$ cat src/mbw_pkg.sv
package mbw_pkg;
  // ----------------------------------------
  // host port geometry
  // ----------------------------------------
  localparam int unsigned ADDR_W = 7;
  localparam int unsigned DATA_W = 16;
  // ----------------------------------------
  // register map, byte addresses and word addresses
  // ----------------------------------------
  localparam logic [6:0] BYTE_ADDR_WIDTH_LO = 7'h00;
  localparam logic [6:0] BYTE_ADDR_WIDTH_HI = 7'h01;
  localparam logic [5:0] WORD_ADDR_WIDTH = 6'h00;
  localparam logic [6:0] BYTE_ADDR_STATUS_B0 = 7'h04;
  localparam logic [6:0] BYTE_ADDR_STATUS_B1 = 7'h05;
  localparam logic [6:0] BYTE_ADDR_STATUS_B2 = 7'h06;
  localparam logic [6:0] BYTE_ADDR_STATUS_B3 = 7'h07;
  localparam logic [5:0] WORD_ADDR_STATUS_LO = 6'h02;
  localparam logic [5:0] WORD_ADDR_STATUS_HI = 6'h03;
  // ----------------------------------------
  // field positions and reset values
  // ----------------------------------------
  localparam int unsigned WORD_WIDTH_BIT_POS = 0;
  localparam logic WIDTH_SELECT_RST = 1'b0;
  localparam int unsigned LOADER_LOCK_POS = 0;
  localparam int unsigned HOST_LOCK_POS = 1;
  localparam int unsigned LOADER_FAULT_POS = 2;
  localparam int unsigned CARD_FAULT_POS = 3;
  localparam int unsigned BUFFER_READY_POS = 5;
  localparam logic [15:0] RDATA_RST = 16'h0000;
endpackage

$ cat src/mbw_regs.sv
`timescale 1ns/1ps
module mbw_regs (
  input wire logic ref_clk, // 40 MHz clock
  input wire logic rst_b, // async reset, active low
  input wire logic [mbw_pkg::ADDR_W-1:0] host_addr, // host address lines
  input wire logic [mbw_pkg::DATA_W-1:0] host_wdata, // host write data
  input wire logic host_rd, // read strobe, one cycle
  input wire logic host_wr, // write strobe, one cycle
  input wire logic loader_holds_card_lock, // loader owns card controller
  input wire logic host_holds_card_lock, // host port owns card controller
  input wire logic loader_fault_flag, // loader fault present
  input wire logic card_ctrl_fault_flag, // card controller fault present
  input wire logic buffer_ready_flag, // data buffer ready
  input wire logic [31:0] upper_status, // remaining status bits from elsewhere
  output logic [mbw_pkg::DATA_W-1:0] host_rdata, // read data, registered
  output logic host_rdata_oe, // drive enable for data lines
  output logic word_width_bit // current port width, 1 = word
);
  import mbw_pkg::*;

  // ----------------------------------------
  // decode
  // ----------------------------------------
  logic width_ff;
  logic nxt_width;
  logic [DATA_W-1:0] rdata_ff;
  logic [DATA_W-1:0] nxt_rdata;
  logic oe_ff;
  logic nxt_oe;
  logic [31:0] status_word;
  logic hit_width;

  // bits 0..3 and 5 come from live flags; upper bits pass through with ours masked
  always_comb begin
    status_word = upper_status;
    status_word[LOADER_LOCK_POS] = loader_holds_card_lock;
    status_word[HOST_LOCK_POS] = host_holds_card_lock;
    status_word[LOADER_FAULT_POS] = loader_fault_flag;
    status_word[CARD_FAULT_POS] = card_ctrl_fault_flag;
    status_word[BUFFER_READY_POS] = buffer_ready_flag;
  end

  // word mode ignores address line 0 so both bytes alias one word
  always_comb begin
    if (width_ff) begin
      hit_width = (host_addr[6:1] == WORD_ADDR_WIDTH);
    end else begin
      hit_width = (host_addr == BYTE_ADDR_WIDTH_LO) || (host_addr == BYTE_ADDR_WIDTH_HI);
    end
  end

  // ----------------------------------------
  // next state
  // ----------------------------------------
  // width write honoured in either mode; only bit 0 is stored
  always_comb begin
    nxt_width = width_ff;
    if (host_wr && hit_width) begin
      nxt_width = host_wdata[WORD_WIDTH_BIT_POS];
    end
    nxt_oe = host_rd;
    nxt_rdata = RDATA_RST;
    if (host_rd) begin
      if (width_ff) begin
        unique case (host_addr[6:1])
          WORD_ADDR_WIDTH: nxt_rdata = {15'h0000, width_ff};
          WORD_ADDR_STATUS_LO: nxt_rdata = status_word[15:0];
          WORD_ADDR_STATUS_HI: nxt_rdata = status_word[31:16];
          default: nxt_rdata = RDATA_RST;
        endcase
      end else begin
        // byte mode: upper data lines stay zero
        unique case (host_addr)
          BYTE_ADDR_WIDTH_LO, BYTE_ADDR_WIDTH_HI: nxt_rdata = {15'h0000, width_ff};
          BYTE_ADDR_STATUS_B0: nxt_rdata = {8'h00, status_word[7:0]};
          BYTE_ADDR_STATUS_B1: nxt_rdata = {8'h00, status_word[15:8]};
          BYTE_ADDR_STATUS_B2: nxt_rdata = {8'h00, status_word[23:16]};
          BYTE_ADDR_STATUS_B3: nxt_rdata = {8'h00, status_word[31:24]};
          default: nxt_rdata = RDATA_RST;
        endcase
      end
    end
  end

  // ----------------------------------------
  // registers
  // ----------------------------------------
  always_ff @(posedge ref_clk or negedge rst_b) begin
    if (!rst_b) begin
      width_ff <= WIDTH_SELECT_RST;
      rdata_ff <= RDATA_RST;
      oe_ff <= 1'b0;
    end else begin
      width_ff <= nxt_width;
      rdata_ff <= nxt_rdata;
      oe_ff <= nxt_oe;
    end
  end

  // outputs straight from the flops, no logic after them
  assign host_rdata = rdata_ff;
  assign host_rdata_oe = oe_ff;
  assign word_width_bit = width_ff;

  // ----------------------------------------
  // checks
  // ----------------------------------------
  // a release of reset must find the port in byte mode
  AST_RESET_BYTE: assert property (
    @(posedge ref_clk) $rose(rst_b) |-> !word_width_bit)
    else $error("width bit not zero after reset");

  // the upper byte alias writes the same bit as the lower one
  AST_WRITE_ALIAS_HI: assert property (
    @(posedge ref_clk) disable iff (!rst_b)
    (host_wr && !word_width_bit && host_addr == BYTE_ADDR_WIDTH_HI)
    |=> (word_width_bit == $past(host_wdata[WORD_WIDTH_BIT_POS])))
    else $error("byte alias 0x01 did not update width");

  // word mode must still accept a width write at word 0
  AST_WRITE_WORD: assert property (
    @(posedge ref_clk) disable iff (!rst_b)
    (host_wr && word_width_bit && host_addr[6:1] == WORD_ADDR_WIDTH)
    |=> (word_width_bit == $past(host_wdata[WORD_WIDTH_BIT_POS])))
    else $error("word mode write to width ignored");

  // byte mode leaves data lines 15:8 quiet on every read
  AST_BYTE_UPPER_ZERO: assert property (
    @(posedge ref_clk) disable iff (!rst_b)
    (host_rd && !word_width_bit) |=> (host_rdata[15:8] == 8'h00))
    else $error("byte mode drove upper data lines");

  // word mode drops address line 0, so 0x05 reads the low status half
  AST_WORD_A0_IGNORED: assert property (
    @(posedge ref_clk) disable iff (!rst_b)
    (host_rd && word_width_bit && host_addr == BYTE_ADDR_STATUS_B1)
    |=> (host_rdata[LOADER_LOCK_POS] == $past(loader_holds_card_lock))
    && (host_rdata[HOST_LOCK_POS] == $past(host_holds_card_lock)))
    else $error("word mode did not ignore address line 0");

  // status byte 0 carries the live lock, fault and ready flags
  AST_LOADER_LOCK: assert property (
    @(posedge ref_clk) disable iff (!rst_b)
    (host_rd && !word_width_bit && host_addr == BYTE_ADDR_STATUS_B0)
    |=> (host_rdata[LOADER_LOCK_POS] == $past(loader_holds_card_lock)))
    else $error("status bit 0 mismatch");
  AST_HOST_LOCK: assert property (
    @(posedge ref_clk) disable iff (!rst_b)
    (host_rd && !word_width_bit && host_addr == BYTE_ADDR_STATUS_B0)
    |=> (host_rdata[HOST_LOCK_POS] == $past(host_holds_card_lock)))
    else $error("status bit 1 mismatch");
  AST_LOADER_FAULT: assert property (
    @(posedge ref_clk) disable iff (!rst_b)
    (host_rd && !word_width_bit && host_addr == BYTE_ADDR_STATUS_B0)
    |=> (host_rdata[LOADER_FAULT_POS] == $past(loader_fault_flag)))
    else $error("status bit 2 mismatch");
  AST_CARD_FAULT: assert property (
    @(posedge ref_clk) disable iff (!rst_b)
    (host_rd && !word_width_bit && host_addr == BYTE_ADDR_STATUS_B0)
    |=> (host_rdata[CARD_FAULT_POS] == $past(card_ctrl_fault_flag)))
    else $error("status bit 3 mismatch");
  AST_BUF_READY: assert property (
    @(posedge ref_clk) disable iff (!rst_b)
    (host_rd && !word_width_bit && host_addr == BYTE_ADDR_STATUS_B0)
    |=> (host_rdata[BUFFER_READY_POS] == $past(buffer_ready_flag)))
    else $error("status bit 5 mismatch");

  // the top status byte passes the other status bits through untouched
  AST_BYTE_STATUS_TOP: assert property (
    @(posedge ref_clk) disable iff (!rst_b)
    (host_rd && !word_width_bit && host_addr == BYTE_ADDR_STATUS_B3)
    |=> (host_rdata[7:0] == $past(upper_status[31:24])))
    else $error("byte mode top status byte mismatch");

  // reserved bits of the width register read zero at every alias
  AST_RESERVED_ZERO: assert property (
    @(posedge ref_clk) disable iff (!rst_b)
    (host_rd && hit_width) |=> (host_rdata[15:1] == 15'h0000))
    else $error("width register reserved bits not zero");

  // only a decoded width write may move the stored bit
  AST_WIDTH_HOLD: assert property (
    @(posedge ref_clk) disable iff (!rst_b)
    !(host_wr && hit_width) |=> $stable(word_width_bit))
    else $error("width bit moved without a width write");

  // every alias reads back the one stored bit
  AST_WIDTH_READBACK: assert property (
    @(posedge ref_clk) disable iff (!rst_b)
    (host_rd && hit_width)
    |=> (host_rdata[WORD_WIDTH_BIT_POS] == $past(word_width_bit)))
    else $error("width register read back wrong value");

  // data lines driven in the cycle after a read, and only then
  AST_OE_AFTER_READ: assert property (
    @(posedge ref_clk) disable iff (!rst_b)
    host_rd |=> host_rdata_oe)
    else $error("read data not driven after read");
  AST_IDLE_QUIET: assert property (
    @(posedge ref_clk) disable iff (!rst_b)
    !host_rd |=> (!host_rdata_oe && host_rdata == RDATA_RST))
    else $error("read data driven without a read");

  // word reads of the low status half carry the fault and ready flags
  AST_WORD_FLAGS: assert property (
    @(posedge ref_clk) disable iff (!rst_b)
    (host_rd && word_width_bit && host_addr[6:1] == WORD_ADDR_STATUS_LO)
    |=> (host_rdata[LOADER_FAULT_POS] == $past(loader_fault_flag))
    && (host_rdata[CARD_FAULT_POS] == $past(card_ctrl_fault_flag))
    && (host_rdata[BUFFER_READY_POS] == $past(buffer_ready_flag)))
    else $error("word mode status flags mismatch");

  // the high status half passes the other status bits through untouched
  AST_WORD_STATUS_HI: assert property (
    @(posedge ref_clk) disable iff (!rst_b)
    (host_rd && word_width_bit && host_addr[6:1] == WORD_ADDR_STATUS_HI)
    |=> (host_rdata == $past(upper_status[31:16])))
    else $error("word mode high status half mismatch");

  // main scenarios: both mode changes, status reads in each mode and a width write in word mode
  COV_TO_WORD: cover property (@(posedge ref_clk) disable iff (!rst_b) $rose(word_width_bit));
  COV_TO_BYTE: cover property (@(posedge ref_clk) disable iff (!rst_b) $fell(word_width_bit));
  COV_WORD_STATUS: cover property (@(posedge ref_clk) disable iff (!rst_b)
    host_rd && word_width_bit && host_addr[6:1] == WORD_ADDR_STATUS_LO);
  COV_BYTE_STATUS: cover property (@(posedge ref_clk) disable iff (!rst_b)
    host_rd && !word_width_bit && host_addr == BYTE_ADDR_STATUS_B0);
  COV_WORD_WIDTH_WRITE: cover property (@(posedge ref_clk) disable iff (!rst_b)
    host_wr && word_width_bit && hit_width);
endmodule

$ cat config.mk
export PLATFORM = sky130hd
export DESIGN_NAME = mbw_regs
export DESIGN_NICKNAME = d
export VERILOG_FILES = /design/src/mbw_pkg.sv /design/src/mbw_regs.sv
export SDC_FILE = /design/constraint.sdc
export NUM_CORES = 1
export LEC_CHECK = 0
export BUFFER_PORTS_ARGS = -buffer_cell sky130_fd_sc_hd__buf_2
export CORE_UTILIZATION = 36
export CTS_CLUSTER_DIAMETER = 60
export DETAILED_ROUTE_END_ITERATION = 8
export GPL_TIMING_DRIVEN = 0
export PLACE_DENSITY_LB_ADDON = 0.12
export SYNTH_ARGS = -nofsm -noshare
export SYNTH_HDL_FRONTEND = slang
export SYNTH_SLANG_ARGS = --single-unit
$ cat constraint.sdc
create_clock -name ref_clk -period 1.55 [get_ports ref_clk]
set_input_delay 0.2325 -clock ref_clk [delete_from_list [all_inputs] [get_ports ref_clk]]
set_output_delay 0.2325 -clock ref_clk [all_outputs]
set_load 0.01 [all_outputs]
==> metrics.md <==
| Metric | Value |
|---|---|
| Status | `complete, no violations` |
| Syn Inst Count | `65` |
| Non-filler instance count after layout | `159` |
| Synth warn | `0` |
| Initial Util | `0.393` |
| Fmax | `683 MHz` |
| Die H | `51.9 µm` |
| Commonest non-fill, non-tap cell in the layout | `buf_2` |
| Dpl hpwl | `1520 µm` |
| Critical path fanouts, max | `9` |
| Cell Count Post-Placement | `153` |
| Sequential-to-total area share from yosys stat | `0.503` |
| Peak VDD IR | `0.535 mV` |
| Synth area leader | `dfrtp_1` |
| Clk slew on worst S/H paths | `100 ps` |
| Final setup TNS | `0 ps` |
| Iter 0 DRT Violations | `1` |
| Leak | `0.000704 µW` |
| Die W | `51.9 µm` |
| Crit path launch type | `flop` |
| Required @ worst endpoint | `1720 ps` |
| Worst skew pair latency | `290 ps` |
| Clock sink count | `18` |
| Via/cell ratio | `4.79` |
| Vias in the first global route | `781` |
| Final setup viols | `0` |
| DP Worst Slack | `90.9 ps` |
| R2R Path End | `host_rdata[3]$_DFF_PN0_` |
| Antenna Violating Nets Remaining | `0` |
| Most frequent cells in the layout | `62 x buf_2, 18 x dfrtp_1, 9 x nor2_1` |
| Final worst setup slack | `84.8 ps` |
| PD cells | `751 nW/µm²` |
| Row cnt | `17` |
| Total power | `964 µW` |
| Hold Slack | `82.1 ps` |
| Max-cap violation count | `0` |
| Endpoint, Worst Hold | `host_rdata_oe$_DFF_PN0_` |
| Io pins | `82` |
| Final wirelength | `1960 µm` |
| Hold Path Depth | `1` |
| Number of fill cells in the layout | `210` |
| Mean Syn Cell Area | `13.8 µm²` |
| Clock Skew | `1.18 ps` |
| Global route total overflow | `0` |
| Clk Tree Root Cell | `clkbuf_4` |
| Largest net degree at the start of global routing | `19` |
| Drt drc | `0` |
| Total core area | `2280 µm²` |
| Final Hold Viols | `0` |
| Die area | `2690 µm²` |
| Minimum clock period | `1470 ps` |
| Cells along the critical path | `nand2b_4 -> buf_6 -> mux4_2 -> nor2b_1` |
| Critical R2R Launch | `word_width_bit$_DFFE_PN0P_` |
| Crit path DAT | `1640 ps` |
| IO buf count | `60` |
| Total GRT Usage | `0.180` |
| Synthesis-stage register bit count | `18` |
| Routed length per instance | `12.3 µm` |
| Distinct cells, synth | `16` |
| Reg-to-reg slack, setup | `80 ps` |
| Global-route wire length before repair | `3400 µm` |
| Fin crit share | `0.945` |
| Largest cells by area after synthesis | `dfrtp_1 50%, mux4_2 18%, mux2i_1 9.0%, nor2b_1 4.9%, nor2_1 3.8%` |
| WS Path Type | `flop to flop` |
| Worst-Margin Slew | `405 ps` |
| Top-area cell type share of the netlist area | `0.503` |
| Pins Over Slew Limit | `0` |
| Layout cells sized above 1 | `0.611` |
| Htree depth | `1` |
| Worst slew margin | `0.729` |
| Antenna cell count | `0` |
| Slowest CP cell | `mux4_2` |
| Fin nets | `196` |
| Hold WC Path Type | `input port to flop` |
| TritonCTS clock tree | `done` |
| Syn_nets | `129` |
| Post-Synthesis Cell Area | `895 µm²` |
| Unrepaired setup endpoints after global routing | `false` |
| Vias after detailed routing | `761` |
| Hold_sp | `host_rd` |
| Number of buffers created by CTS | `3` |
| Clk buf depth | `2` |
| Reg2Reg Depth | `4` |
| Worst path max stage delay | `490 ps` |
| First drt pass iteration count | `4` |
| GP Congestion | `0.660` |
| Initial antenna violation count | `0` |
| Area growth, synth to finish | `43.5%` |
| Crit end category | `flop` |
-- stage by stage --
stage               instance area, µm²   util
detailed placement                1230  0.540
global route                      1280  0.564
global placement                  1230  0.540
finish                            1280  0.564
CTS                               1280  0.561
floorplan                          895      -
-- flip-flops by register name (all words and copies together) (netlist names) --
name / count
host_rdata: 16
host_rdata_oe: 1
word_width_bit: 1
-- how the worst max path moves through the flow --
stage	to	startpoint	slack (ps)	depth (start not counted)
5_1_grt	host_rdata[4]$_DFF_PN0_	word_width_bit$_DFFE_PN0P_	10	4
2_1_floorplan	host_rdata[1]$_DFF_PN0_	word_width_bit$_DFFE_PN0P_	120	4
3_3_place_gp	host_rdata[1]$_DFF_PN0_	word_width_bit$_DFFE_PN0P_	110	4
3_5_place_dp	host_rdata[4]$_DFF_PN0_	word_width_bit$_DFFE_PN0P_	90	4
6_report	host_rdata[3]$_DFF_PN0_	word_width_bit$_DFFE_PN0P_	80	4
4_1_cts	host_rdata[3]$_DFF_PN0_	word_width_bit$_DFFE_PN0P_	70	4
-- final cells by class --
cell class / count / area (µm²) / share of cell area
Clock buffer: 4 / 36.3 / 0.0283
Inverter: 1 / 3.75 / 0.00292
Tap cell: 28 / 35.0 / 0.0273
Multi-Input combinational cell: 43 / 419 / 0.327
Buffer: 3 / 21.3 / 0.0166
Timing Repair Buffer: 62 / 318 / 0.248
Sequential cell: 18 / 450 / 0.351
-- synth_stat cells --
cell type  count
nor2b_1        7
nand3_1        2
mux2i_1        8
mux4_2         7
nand2_1        3
nor4_4         1
nand4_1        1
nand2b_4       1
mux2_2         2
dfrtp_1       18
inv_1          1
buf_6          1
o21ba_2        1
a311oi_1       1
nor2_1         9
buf_2          2
-- worst max-delay path: cells and delay by family, from the launching register on --
family / cells / cell delay, ps
buffers and inverters: 1 / 150
multiplexers: 1 / 490
AND/OR/NAND/NOR: 2 / 300
flip-flops: 1 / 410
-- what timing repair did --
action                                 4_1_cts  5_1_grt
resized for setup                            0        0
setup endpoints to repair                    0        4
setup buffers                                0        1
endpoints found under the hold margin       18        0
hold buffers                                 1        0
-- logic make-up after synthesis --
| family | after synthesis | synth area share |
|---|---|---|
| mux | 17 | 0.291 |
| flops | 18 | 0.503 |
| simple gates | 24 | 0.157 |
| compound gates | 2 | 0.0210 |
| buf+inv | 4 | 0.0280 |
-- power by group --
part / internal, µW / switching [µW] / leakage (µW)
clock: 143 / 145 / 0.0000210
sequential: 476 / 4.72 / 0.000248
combinational: 121 / 75.2 / 0.000435
-- routing by layer --
metal | part of all wire | up-vias | global-route usage
met4 | 0.0071 | 0 | 0.0676
met2 | 0.53 | 39 | 0.316
met3 | 0.090 | 2 | 0.0585
met1 | 0.37 | 353 | 0.201
li1 | - | 367 | -
met5 | 0 | - | 0
Power figures use the tool's default switching activity.
